--- config.mk ---
export PLATFORM = sky130hd
export DESIGN_NAME = ctw_mode_wake
export DESIGN_NICKNAME = d
export VERILOG_FILES = /design/src/ctw_pkg.sv /design/src/ctw_mode_wake.sv
export SDC_FILE = /design/constraint.sdc
export NUM_CORES = 1
export LEC_CHECK = 0
export BUFFER_PORTS_ARGS = -buffer_cell sky130_fd_sc_hd__buf_2
export CORE_ASPECT_RATIO = 0.5
export CORE_UTILIZATION = 60
export CTS_BUF_LIST = sky130_fd_sc_hd__clkbuf_2
export DETAILED_ROUTE_END_ITERATION = 16
export PLACE_DENSITY = 0.87
export SYNTH_ARGS = -nofsm -noshare
export SYNTH_HDL_FRONTEND = slang
export SYNTH_SLANG_ARGS = --single-unit
--- constraint.sdc ---
create_clock -name core_clk -period 3.16 [get_ports core_clk]
set_clock_uncertainty 0.05 [all_clocks]
set_input_delay 0.316 -clock core_clk [delete_from_list [all_inputs] [get_ports core_clk]]
set_output_delay 0.316 -clock core_clk [all_outputs]
set_load 0.005 [all_outputs]
--- src/ctw_pkg.sv ---
// constants and carrier types for the dual-channel transceiver mode and wake logic
package ctw_pkg;

  // ----------------------------------------------------------------
  // clock and timing
  // ----------------------------------------------------------------
  localparam int CLK_MHZ            = 25;    // core_clk rate, 40 ns period
  localparam int WAKE_FILTER_MIN_NS = 500;   // shorter states never count
  localparam int WAKE_FILTER_MAX_NS = 1800;  // longer states always count
  localparam int WAKE_FILTER_NS     = 1000;  // nominal wake_filter_time, between min and max
  localparam int WAKE_WINDOW_US     = 1000;  // wake_pattern_window
  localparam int DOM_TIMEOUT_US     = 1200;  // dominant_timeout_period

  // longest-time figures round down to whole cycles
  localparam logic [5:0]  FILTER_CYC      = 6'((WAKE_FILTER_NS * CLK_MHZ) / 1000);
  localparam logic [19:0] WINDOW_CYC_DEF  = 20'(WAKE_WINDOW_US * CLK_MHZ);
  localparam logic [19:0] DOM_TIMEOUT_DEF = 20'(DOM_TIMEOUT_US * CLK_MHZ);

  // ----------------------------------------------------------------
  // widths and reset values
  // ----------------------------------------------------------------
  localparam int          NUM_CH     = 2;
  localparam int          BUF_DEPTH  = 2;
  localparam logic [5:0]  RUN_RST    = 6'h0;
  localparam logic [19:0] CNT_RST    = 20'h0_0000;
  localparam logic [1:0]  MASK_NONE  = 2'h0;
  localparam logic [1:0]  FILL_EMPTY = 2'h0;
  localparam logic [1:0]  FILL_FULL  = 2'h2;

  // ----------------------------------------------------------------
  // types
  // ----------------------------------------------------------------
  typedef enum logic [1:0] {WK_IDLE, WK_WAIT_REC, WK_WAIT_DOM, WK_AWAKE} ctw_wake_t;

  // per-channel state
  typedef struct packed {
    logic        standby;   // registered mode
    logic        lastBus;   // previous bus sample, 1 = dominant
    logic [5:0]  runCnt;    // samples the bus has held its level
    ctw_wake_t   wake;      // wake detector state
    logic [19:0] windowCnt; // time since first filtered dominant
    logic        rxLow;     // wake request holding receive data low
    logic        lastTx;    // previous transmit sample
    logic [19:0] dtoCnt;    // dominant timeout count
    logic        dtoTrip;   // driver held off by the dominant guard
  } ctw_chan_t;

  // per-channel pin outputs
  typedef struct packed {
    logic receiveOut;
    logic driveDominant;
    logic driverEnable;
    logic weakGroundBias;
  } ctw_pins_t;

endpackage
--- src/ctw_mode_wake.sv ---
// two-channel standby/normal mode control, wake-pattern detection and dominant guard
`timescale 1ns/1ns

module ctw_mode_wake
  import ctw_pkg::*;
#(
  parameter logic [19:0] WINDOW_CYC  = WINDOW_CYC_DEF,
  parameter logic [19:0] DOM_TIMEOUT = DOM_TIMEOUT_DEF
)(
  input  wire logic core_clk,
  input  wire logic reset,
  input  wire logic clkEnable,
  input  wire logic activeLowVariant,
  input  wire logic standbySelectCh1,
  input  wire logic standbySelectCh2,
  input  wire logic standbySelectLowCh1,
  input  wire logic standbySelectLowCh2,
  input  wire logic transmitInCh1,
  input  wire logic transmitInCh2,
  input  wire logic busDominantCh1,
  input  wire logic busDominantCh2,
  output logic      receiveOutCh1,
  output logic      receiveOutCh2,
  output logic      driveDominantCh1,
  output logic      driveDominantCh2,
  output logic      driverEnableCh1,
  output logic      driverEnableCh2,
  output logic      weakGroundBiasCh1,
  output logic      weakGroundBiasCh2,
  output logic      wakeEventValid,
  output logic [1:0] wakeEventMask,
  input  wire logic wakeEventReady
);

  // ----------------------------------------------------------------
  // pin gathering
  // ----------------------------------------------------------------
  logic [NUM_CH-1:0] sbVec;
  logic [NUM_CH-1:0] txVec;
  logic [NUM_CH-1:0] busVec;

  // select the polarity variant; pad bias makes a floating pin read standby or recessive
  always_comb
  begin
    sbVec[0]  = activeLowVariant ? ~standbySelectLowCh1 : standbySelectCh1;
    sbVec[1]  = activeLowVariant ? ~standbySelectLowCh2 : standbySelectCh2;
    txVec     = {transmitInCh2, transmitInCh1};  // 1 = recessive
    busVec    = {busDominantCh2, busDominantCh1};
  end

  // ----------------------------------------------------------------
  // channel state
  // ----------------------------------------------------------------
  ctw_chan_t         st      [NUM_CH];
  ctw_chan_t         next_st [NUM_CH];
  ctw_pins_t         pins    [NUM_CH];
  ctw_pins_t         next_pins [NUM_CH];
  logic [NUM_CH-1:0] filtDom;
  logic [NUM_CH-1:0] filtRec;
  logic [NUM_CH-1:0] wakeHit;

  // one filtered event per held level; saturating run counter avoids repeats
  function automatic logic filtered(input ctw_chan_t s, input logic b);
    filtered = (b == s.lastBus) && (s.runCnt == FILTER_CYC - 6'h1);
  endfunction

  // next state of both channels; channels share nothing so a wake stays local
  always_comb
  begin
    for (int i = 0; i < NUM_CH; i++)
    begin
      next_st[i]   = st[i];
      filtDom[i]   = filtered(st[i], busVec[i]) && busVec[i];
      filtRec[i]   = filtered(st[i], busVec[i]) && !busVec[i];
      wakeHit[i]   = 1'b0;
      next_st[i].standby = sbVec[i];
      next_st[i].lastBus = busVec[i];
      next_st[i].lastTx  = txVec[i];
      // saturating run-length counter restarts on every level change
      if (busVec[i] != st[i].lastBus)
        next_st[i].runCnt = RUN_RST;
      else if (st[i].runCnt != FILTER_CYC)
        next_st[i].runCnt = st[i].runCnt + 6'h1;
      if (!sbVec[i])
      begin
        next_st[i].wake      = WK_IDLE;
        next_st[i].windowCnt = CNT_RST;
        next_st[i].rxLow     = 1'b0;
      end
      else if (!st[i].standby)
      begin
        // fresh standby period starts the detector from idle
        next_st[i].wake      = WK_IDLE;
        next_st[i].windowCnt = CNT_RST;
        next_st[i].rxLow     = 1'b0;
      end
      else
      begin
        unique case (st[i].wake)
          WK_IDLE:
          begin
            if (filtDom[i])
            begin
              next_st[i].wake      = WK_WAIT_REC;
              next_st[i].windowCnt = CNT_RST;
            end
          end
          WK_WAIT_REC, WK_WAIT_DOM:
          begin
            // short glitches produce no filtered event, so they never restart us
            if (st[i].wake == WK_WAIT_DOM && filtDom[i])
            begin
              next_st[i].wake  = WK_AWAKE;
              next_st[i].rxLow = 1'b1;
              wakeHit[i]       = 1'b1;
            end
            else if (st[i].windowCnt == WINDOW_CYC - 20'h0_0001)
            begin
              next_st[i].wake      = WK_IDLE;
              next_st[i].windowCnt = CNT_RST;
            end
            else
            begin
              next_st[i].windowCnt = st[i].windowCnt + 20'h0_0001;
              if (st[i].wake == WK_WAIT_REC && filtRec[i])
                next_st[i].wake = WK_WAIT_DOM;
            end
          end
          WK_AWAKE:
          begin
            if (filtDom[i])
            begin
              next_st[i].rxLow = 1'b1;
              wakeHit[i]       = 1'b1;
            end
          end
        endcase
        // the low period lasts as long as the filtered dominant itself
        if (!busVec[i] && !(filtDom[i]))
          next_st[i].rxLow = 1'b0;
      end
      // dominant guard: armed by a falling transmit edge, only in normal mode
      if (sbVec[i] || txVec[i])
      begin
        next_st[i].dtoCnt  = CNT_RST;
        next_st[i].dtoTrip = 1'b0;
      end
      else if (st[i].lastTx)
        next_st[i].dtoCnt = 20'h0_0001;
      else if (!st[i].dtoTrip && st[i].dtoCnt != CNT_RST)
      begin
        if (st[i].dtoCnt == DOM_TIMEOUT - 20'h0_0001)
          next_st[i].dtoTrip = 1'b1;
        else
          next_st[i].dtoCnt = st[i].dtoCnt + 20'h0_0001;
      end
      // pins are registered so every output comes from a flop
      next_pins[i].weakGroundBias = sbVec[i];
      next_pins[i].driverEnable   = !sbVec[i] && !next_st[i].dtoTrip;
      next_pins[i].driveDominant  = !sbVec[i] && !txVec[i] && !next_st[i].dtoTrip;
      next_pins[i].receiveOut     = sbVec[i] ? !next_st[i].rxLow
                                             : !busVec[i];
    end
  end

  // register the channel state; clock enable freezes everything
  always_ff @(posedge core_clk)
  begin
    for (int i = 0; i < NUM_CH; i++)
    begin
      if (reset)
      begin
        st[i]   <= '{standby: 1'b1, lastBus: 1'b0, runCnt: RUN_RST, wake: WK_IDLE,
                     windowCnt: CNT_RST, rxLow: 1'b0, lastTx: 1'b1, dtoCnt: CNT_RST, dtoTrip: 1'b0};
        pins[i] <= '{receiveOut: 1'b1, driveDominant: 1'b0, driverEnable: 1'b0, weakGroundBias: 1'b1};
      end
      else if (clkEnable)
      begin
        st[i]   <= next_st[i];
        pins[i] <= next_pins[i];
      end
    end
  end

  assign receiveOutCh1     = pins[0].receiveOut;
  assign receiveOutCh2     = pins[1].receiveOut;
  assign driveDominantCh1  = pins[0].driveDominant;
  assign driveDominantCh2  = pins[1].driveDominant;
  assign driverEnableCh1   = pins[0].driverEnable;
  assign driverEnableCh2   = pins[1].driverEnable;
  assign weakGroundBiasCh1 = pins[0].weakGroundBias;
  assign weakGroundBiasCh2 = pins[1].weakGroundBias;

  // ----------------------------------------------------------------
  // wake event buffer
  // ----------------------------------------------------------------
  logic [1:0] pendMask;
  logic [1:0] next_pendMask;
  logic [1:0] entry [BUF_DEPTH];
  logic [1:0] next_entry [BUF_DEPTH];
  logic [1:0] fill;
  logic [1:0] next_fill;
  logic       pop;
  logic       push;
  logic [1:0] slot;

  // a pending mask waits while the buffer is full and later hits are ORed into it, so a stalled reader loses no channel's wake
  always_comb
  begin
    next_entry = entry;
    pop        = (fill != FILL_EMPTY) && wakeEventReady;
    push       = (pendMask != MASK_NONE) && ((fill != FILL_FULL) || pop);
    slot       = fill - {1'b0, pop};
    if (pop)
    begin
      next_entry[0] = entry[1];
      next_entry[1] = MASK_NONE;
    end
    if (push)
      next_entry[slot[0]] = pendMask;
    next_fill     = fill + {1'b0, push} - {1'b0, pop};
    // a new hit in the cycle the pending mask leaves is kept, not lost
    next_pendMask = (push ? MASK_NONE : pendMask) | wakeHit;
  end

  // register the buffer; entry 0 is the head shown at the port
  always_ff @(posedge core_clk)
  begin
    if (reset)
    begin
      pendMask <= MASK_NONE;
      fill     <= FILL_EMPTY;
      entry    <= '{default: MASK_NONE};
    end
    else if (clkEnable)
    begin
      pendMask <= next_pendMask;
      fill     <= next_fill;
      entry    <= next_entry;
    end
  end

  // valid is a flop copy of the fill level
  always_ff @(posedge core_clk)
  begin
    if (reset)
      wakeEventValid <= 1'b0;
    else if (clkEnable)
      wakeEventValid <= (next_fill != FILL_EMPTY);
  end

  assign wakeEventMask = entry[0];

  for (genvar g = 0; g < NUM_CH; g++)
  begin : g_chk

    // independent count of consecutive dominant samples, so the check does not reuse the filter's own counter
    logic [5:0] domRun;
    always_ff @(posedge core_clk)
    begin
      if (reset)
        domRun <= RUN_RST;
      else if (clkEnable)
        domRun <= !busVec[g] ? RUN_RST : ((domRun == FILTER_CYC) ? domRun : domRun + 6'h1);
    end

  end
endmodule

==> metrics.csv, run 1 <==
metric;value;unit
finalCriticalPeriod;2370;ps
yosysMostFrequentCell;edfxtp_1;
outcome;finished clean;
crit_start;st[0][17];
grt_pass1_vias;4954;
syn_avg_cell_area;10.3;um2
initial_utilization;0.627;
clk_transition_reported_paths;190;ps
drc_errors;0;
htree_levels;4;
synth_nets;717;
ys_ff_latch;121;
hold_viol_final;0;
grt_use_total;0.232;
setup_tns;0;ps
cp-end-kind;flop;
drtIter0Drc;347;
synth_flop_cell;edfxtp_1;
finalSetupViolations;0;
postRouteAntennaNets;0;
dr_wl_met3;566;um
maxSlewHeadroom;0.310;
powerDensity;406;nW/um2
grt_pass1_wl;22200;um
drive_gt1_frac;0.108;
ir_drop;0.207;mV
ios;24;
power.leakage;2.64;nW
grt_max_degree;22;
cts_tree;built;
cts_sinks;121;
synth_area_leaders;edfxtp_1 48%, nor2_1 5.0%, xnor2_1 4.7%, ha_1 4.1%, xor2_1 3.1%;
fmax;423;MHz
tightest_slew;1040;ps
vias;5315;
final_max_slew_viol_count;0;
required;3420;ps
synth.cell_area;7010;um2
crit_chain;nor4_1 > nand3_1 > o41ai_1 > o22ai_2;
wl_per_cell;14.9;um
antenna_found_initial;1;
rr_startpoint;st[0][17];
worstSetupStartpointType;flop;
crit_path_top_delay_cell;edfxtp_1;
yosysSeqAreaShare;0.506;
synth_edf_count;112;
die_w;155;um
fin_area;7500;um2
gp_congestion;0.874;
ys.warnings.count;0;
rsz0062_at_grt;no;
hold_path_class;primary input to flop;
dieHeight;78.4;um
place_hpwl;9180;um
slowest_delay;470;ps
synth_top_area_cell;edfxtp_1;
top_signal_layer_used;met4;
numCtsBuffers;17;
placed_area;7270;um2
nFillCells;816;
m1WireLength;6020;um
finalNetCount;752;
synth_top_cell_area_share;0.480;
syn_inst;681;
clk_latency;690;ps
rrSetupSlack;790;ps
finalNonFillerCells;889;
path_class;flop to flop;
port_buffers;23;
viasPerCell;5.98;
dp.cells;849;
cts-root-buf;clkbuf_2;
wirelength;13300;um
rows;27;
dieArea;12100;um2
crit_arrival;2620;ps
synth_common_cells;112 x edfxtp_1, 93 x nor2_1, 44 x nand2_1, 39 x inv_1, 38 x xnor2_1;
cp_max_fo;20;
min_period_over_period;0.749;
grt_overflow;0;
ctsLongestPathBuffers;2;
min_from;wakeEventReady;
ys_types;55;
core_area;11200;um2
area_growth;7.05;%
cap_viol_max_count;0;
synthArstFlopShare;0;
cts_setup_buffers;0;
met2_length;6460;um
first_pass_iters;5;
flip-flops by register name (all words and copies together), names as in the netlist:
name / flops
pins: 8
st: 104
fill: 2
wakeEventValid: 1
wakeEventMask: 2
entry: 2
pendMask: 2
cell families after synthesis:
group | share of synthesized area
compound gates | 0.0907
xor+xnor | 0.0787
fa+ha+maj | 0.0411
buf+inv | 0.0362
flops | 0.506
mux | 0.0105
simple gates | 0.237
worst max-delay path, delay by kind of cell (launching register included):
family          cells  cell delay, ps
flops               1             470
simple gates        2             610
compound gates      2             870
through the flow:
stage | setup WS, ps | power, mW | util | hold WS [ps]
final | 794 | 3.04 | 0.671 | 129
after global routing | 627 | 3.16 | 0.671 | 152
after CTS | 774 | 3.05 | 0.671 | 86.0
after detailed placement | 798 | 2.30 | 0.650 | 427
after global placement | 846 | 2.29 | 0.650 | 421
after floorplan | 496 | 2.20 | - | 392
layout by cell type, fill, tap and decap left out, drive strengths merged, types with 20 or more instances in the layout:
cell type  count
a21oi         37
buf           29
clkbuf        24
edfxtp       112
ha            23
inv           39
nand2         44
nand3         34
nand4         26
nor2          93
nor4          20
o21ai         23
xnor2         38
xor2          25
area by class of cell:
type	instances	area (um2)	share of cell area
multi-input cells	501	3220	0.430
clock inverters	8	37.5	0.00500
flip-flops and latches	121	3540	0.472
clock buffers	24	120	0.0160
diodes	1	2.50	0.000333
well taps	159	199	0.0265
repair buffers	36	230	0.0307
inverters	39	146	0.0195
per-layer routing:
metal	up-vias	track usage
li1	2590	-
met1	2554	0.297
met2	147	0.389
met3	24	0.0453
met4	0	0.0980
met5	-	0
power by group:
group          total, mW  leakage, nW  switching, mW  internal (mW)
Clock              0.763        0.118          0.551          0.212
Sequential          1.98         1.32          0.121           1.86
Combinational      0.304         1.20          0.180          0.124
worst paths after layout:
path                 endpoint  cells after the start
min               pendMask[1]                      4
min reg2reg  wakeEventMask[1]                      2
max reg2reg         st[0][18]                      4
max                 st[0][18]                      4
repair_timing:
item | CTS | global route
hold buffers | 7 | 0
gates resized for setup | 0 | 0
setup endpoints to repair | 0 | 0
hold endpoints to repair | 18 | 0
Note: power is estimated with default switching activity, not from simulation.
==> run 2: changes to the inputs <==
==> constraint.sdc (replaced) <==
create_clock -name core_clk -period 2.2 [get_ports core_clk]
set_clock_uncertainty 0.05 [all_clocks]
set_input_delay 0.22 -clock core_clk [delete_from_list [all_inputs] [get_ports core_clk]]
set_output_delay 0.22 -clock core_clk [all_outputs]
set_load 0.005 [all_outputs]
==> metrics.csv, run 2 (synthesis results as in run 1) <==
metric;value;unit;change
dp_slack;82.2;ps;-716 ps
final_max_slew_viol_count;0;;unchanged
dieHeight;78.4;um;unchanged
finalSetupViolations;0;;unchanged
drc_errors;0;;unchanged
initial_utilization;0.627;;unchanged
grt_overflow;0;;unchanged
port_buffers;23;;unchanged
layout_common_cells;112 x edfxtp_1, 93 x nor2_1, 44 x nand2_1;;
grt_use_total;0.251;;+0.0195
min_period_over_period;0.987;;+0.239
cts-root-buf;clkbuf_2;;
path_class;flop to flop;;
grt_pass1_vias;5145;;+3.9%
wirelength;14400;um;+8.8%
ctsLongestPathBuffers;2;;unchanged
grtUsageMet2;0.424;;+0.0353
cp_max_fo;20;;unchanged
final.setup.worst_slack;27.8;ps;-766 ps
finalNetCount;779;;+3.6%
crit_path_top_delay_cell;edfxtp_1;;
grt_max_degree;21;;-4.5%
ios;24;;unchanged
wl_per_cell;15.8;um;+5.8%
die_w;155;um;unchanged
fmax;460;MHz;+8.9%
maxSlewHeadroom;0.444;;+0.134
tightest_slew;825;ps;-210 ps
rows;27;;unchanged
worstSetupStartpointType;flop;;
slowest_delay;460;ps;about the same
met1_usage;0.319;;+0.0225
ir_drop;0.311;mV;+50%
largest-register;st;;
numCtsBuffers;17;;unchanged
grt_busiest_layer;met2;;
clk_transition_reported_paths;190;ps;about the same
area_growth;12.4;%;
core_area;11200;um2;unchanged
htree_levels;4;;unchanged
hold_slack;76.8;ps;-52.6 ps
first_pass_iters;5;;unchanged
final_common_cell;edfxtp_1;;
crit_chain;nor4bb_2 > nand4_1 > o211ai_1 > o211a_1 > buf_12;;
finalCriticalPeriod;2170;ps;-194 ps
place_hpwl;9790;um;+6.7%
postRouteAntennaNets;0;;unchanged
cap_viol_max_count;0;;unchanged
top_regs;st (104), pins (8);;
dieArea;12100;um2;unchanged
largest_reg_flops;104;;unchanged
cts_sinks;121;;unchanged
required;2550;ps;-870 ps
drtIter0Drc;385;;+11%
power.leakage;2.82;nW;+7.0%
antenna_cells;0;;-1
hold_path_class;primary input to flop;;
powerDensity;608;nW/um2;+50%
p_total;4.79;mW;+57%
cts_tree;built;;
use_met3;0.0569;;+0.0116
clk_latency;680;ps;about the same
antenna_found_initial;0;;-1
gp_congestion;0.847;;-3.1%
final_util;0.704;;+0.0333
grt_pass1_wl;23900;um;+7.7%
hold_viol_final;0;;unchanged
crit_arrival;2520;ps;-100 ps
cp-end-kind;flop;;
viasPerCell;6.01;;+0.56%
vias;5501;;+3.5%
drive_gt1_frac;0.148;;+0.0398
outcome;finished clean;;
[run 2: cell count changes in the layout (fill, tap and decap cells not counted), moves of 2 or more]
cell / previous run / this run
buf_12: 0 / 5
clkbuf_2: 24 / 20
dfxtp_1: 9 / 5
dfxtp_2: 0 / 3
o21ai_0: 23 / 21
o21ai_1: 0 / 2
bufinv_16: 0 / 3
buf_4: 6 / 27
[run 2: worst max-delay path, delay by kind of cell (launching register included)]
kind                   cells  cell delay [ps]
AND/OR/NAND/NOR            2              660
AO/OA/AOI/OAI              2              530
flip-flops                 1              460
buffers and inverters      1              180
[run 2: layer usage]
layer / vias up / wire [um]
met5: - / 0
met4: 0 / 238
met3: 25 / 786
met2: 192 / 7200
met1: 2642 / 6220
li1: 2642 / -
[run 2: layout make-up]
class,count,area (um2)
Sequential cell,121,3550
Fill cell,753,3310
Multi-Input combinational cell,501,3250
Timing Repair Buffer,63,498
Tap cell,159,199
Inverter,39,146
Clock inverter,12,133
Clock buffer,20,100
[run 2: path summary, 6_finish.rpt]
| kind | end | slack [ps] | cells after the start | startpoint |
|---|---|---|---|---|
| max | st[1][30] | 30 | 5 | st[1][50] |
| min | pendMask[0] | 80 | 5 | wakeEventReady |
| min reg2reg | entry[1] | 460 | 1 | entry[1] |
| max reg2reg | st[1][30] | 30 | 5 | st[1][50] |
[run 2: what timing repair did]
item                       CTS  global route
resized for setup            0            11
setup buffers                0             0
setup endpoints to repair    0            27
hold endpoints to repair    27             0
hold buffers                 8             0
[run 2: power by group]
part	total, mW	internal, mW	switching [mW]
logic	0.510	0.222	0.288
clock network	1.45	0.625	0.824
registers	2.83	2.66	0.170
total	4.79	3.51	1.28
[run 2: through the flow]
stage / TNS, ps / cell area, um2 / cells
2_1_floorplan: 0 / 7020 / 681
3_3_place_gp: 0 / 7530 / 875
3_5_place_dp: 0 / 7530 / 875
4_1_cts: 0 / 7840 / 915
5_1_grt: -2020 / 7880 / 915
6_report: 0 / 7880 / 915
==> run 3: changes to the inputs <==
--- a/config.mk
+++ b/config.mk
@@ -10,7 +10,7 @@
 export CORE_UTILIZATION = 60
 export CTS_BUF_LIST = sky130_fd_sc_hd__clkbuf_2
 export DETAILED_ROUTE_END_ITERATION = 16
-export PLACE_DENSITY = 0.87
+export PLACE_DENSITY = 0.78
 export SYNTH_ARGS = -nofsm -noshare
 export SYNTH_HDL_FRONTEND = slang
 export SYNTH_SLANG_ARGS = --single-unit
==> metrics.csv, run 3 (synthesis results as in run 1) <==
metric;value;unit;change
min_period_over_period;0.972;;-0.0156
largest_reg_flops;104;;unchanged
path_class;flop to flop;;
crit_arrival;2520;ps;about the same
seq_area;3550;um2;-0.14%
dieArea;12100;um2;unchanged
final_util;0.708;;+0.00380
grt_pass1_wl;23800;um;-0.69%
maxSlewHeadroom;0.443;;-0.00146
finalNetCount;783;;+0.51%
grt_use_total;0.247;;-0.00419
antenna_found_initial;1;;+1
cts-root-buf;clkbuf_2;;
cts_sinks;121;;unchanged
area_growth;13.0;%;
drc_errors;0;;unchanged
htree_levels;4;;unchanged
clk_latency;700;ps;+20 ps
rr_startpoint;st[0][7];;
hold_slack;45.2;ps;-31.6 ps
dieHeight;78.4;um;unchanged
largest-register;st;;
crit_top_cell;buf_4;;
ctsLongestPathBuffers;2;;unchanged
crit_path_top_delay_cell;edfxtp_1;;
vias;5447;;-0.98%
cap_viol_max_count;0;;unchanged
wl_per_cell;15.4;um;-2.1%
place_hpwl;9640;um;-1.5%
drive_gt1_frac;0.155;;+0.00712
cp-end-kind;flop;;
die_w;155;um;unchanged
final_max_slew_viol_count;0;;unchanged
setup_tns;0;ps;unchanged
ios;24;;unchanged
port_buffers;23;;unchanged
dp.cells;879;;+0.46%
gp_congestion;0.887;;+4.7%
crit_buf_inv;2;;+1
finalSetupViolations;0;;unchanged
nFillCells;815;;+8.2%
grt_pass1_vias;5181;;+0.70%
grt_overflow;0;;unchanged
hold_path_class;primary input to flop;;
hold_viol_final;0;;unchanged
worstSetupStartpointType;flop;;
fmax;468;MHz;+1.6%
first_pass_iters;5;;unchanged
rsz0062_at_grt;yes;;
initial_utilization;0.627;;unchanged
finalNonFillerCells;920;;+0.55%
powerDensity;612;nW/um2;+0.69%
final_common_cell;edfxtp_1;;
finalCriticalPeriod;2140;ps;-34.2 ps
min_from;standbySelectLowCh1;;
clk_transition_reported_paths;210;ps;+20 ps
core_area;11200;um2;unchanged
crit_family;simple AND/OR/NAND/NOR gates;;
required;2590;ps;+40 ps
multi_input_area;3260;um2;+0.19%
crit_start;st[0][7];;
rows;27;;unchanged
crit_chain;nor4_1 > nand3_1 > buf_4 > o21ai_0 > o22ai_2 > buf_4;;
drtIter0Drc;310;;-19%
layout_common_cells;112 x edfxtp_1, 93 x nor2_1, 44 x nand2_1;;
slowest_delay;490;ps;+30 ps
postRouteAntennaNets;0;;unchanged
numCtsBuffers;17;;unchanged
top_regs;st (104), pins (8);;
ir_drop;0.321;mV;+3.4%
grt_max_degree;21;;unchanged
wirelength;14200;um;-1.6%
cp_max_fo;11;;-45%
cts_tree;built;;
power.leakage;2.84;nW;+0.52%
viasPerCell;5.92;;-1.5%
outcome;finished clean;;
tightest_slew;827;ps;+2.17 ps
[run 3: final cells by class]
class	instances	share of cell area
repair buffers	67	0.0660
inverters	39	0.0185
clock buffers	18	0.0114
clock inverters	14	0.0198
diodes	1	0.000316
flip-flops and latches	121	0.448
multi-input cells	501	0.411
well taps	159	0.0251
[run 3: power breakdown]
group	internal [mW]	switching, mW
sequential	2.66	0.168
combinational	0.227	0.289
clock	0.619	0.883
total	3.51	1.34
[run 3: worst register-to-register path, delay by kind of cell (launching register included)]
| kind | cells | cell delay (ps) |
|---|---|---|
| buffers and inverters | 2 | 400 |
| DFF | 1 | 490 |
| and+or+nand+nor | 2 | 590 |
| AOI/OAI and AO/OA | 2 | 350 |
[run 3: final timing paths]
path	end	slack [ps]	cells after the start
max reg2reg	st[0][19]	60	6
min	pendMask[0]	50	5
min reg2reg	entry[1]	450	1
max	st[0][19]	60	6
[run 3: per-stage QoR]
step	setup WS (ps)	total power, mW	cell area [um2]
floorplan	44.3	3.17	7020
global placement	141	3.34	7560
detailed placement	92.0	3.37	7560
CTS	2.10	4.85	7870
global route	-67.5	5.02	7920
finish	62.0	4.85	7920
[run 3: per-layer routing]
| layer | GRT usage | wire [um] | vias up |
|---|---|---|---|
| met5 | 0 | 0 | - |
| li1 | - | - | 2650 |
| met2 | 0.405 | 6820 | 147 |
| met3 | 0.0414 | 608 | 35 |
| met4 | 0.105 | 297 | 0 |
| met1 | 0.329 | 6490 | 2615 |
[run 3: what timing repair did]
action                                  4_1_cts  5_1_grt
buffers inserted                              0        2
pin swaps                                     0        1
endpoints found under the setup margin        1       50
gates resized for setup                       2        5
endpoints found under the hold margin        26        0
hold buffers                                  6        0
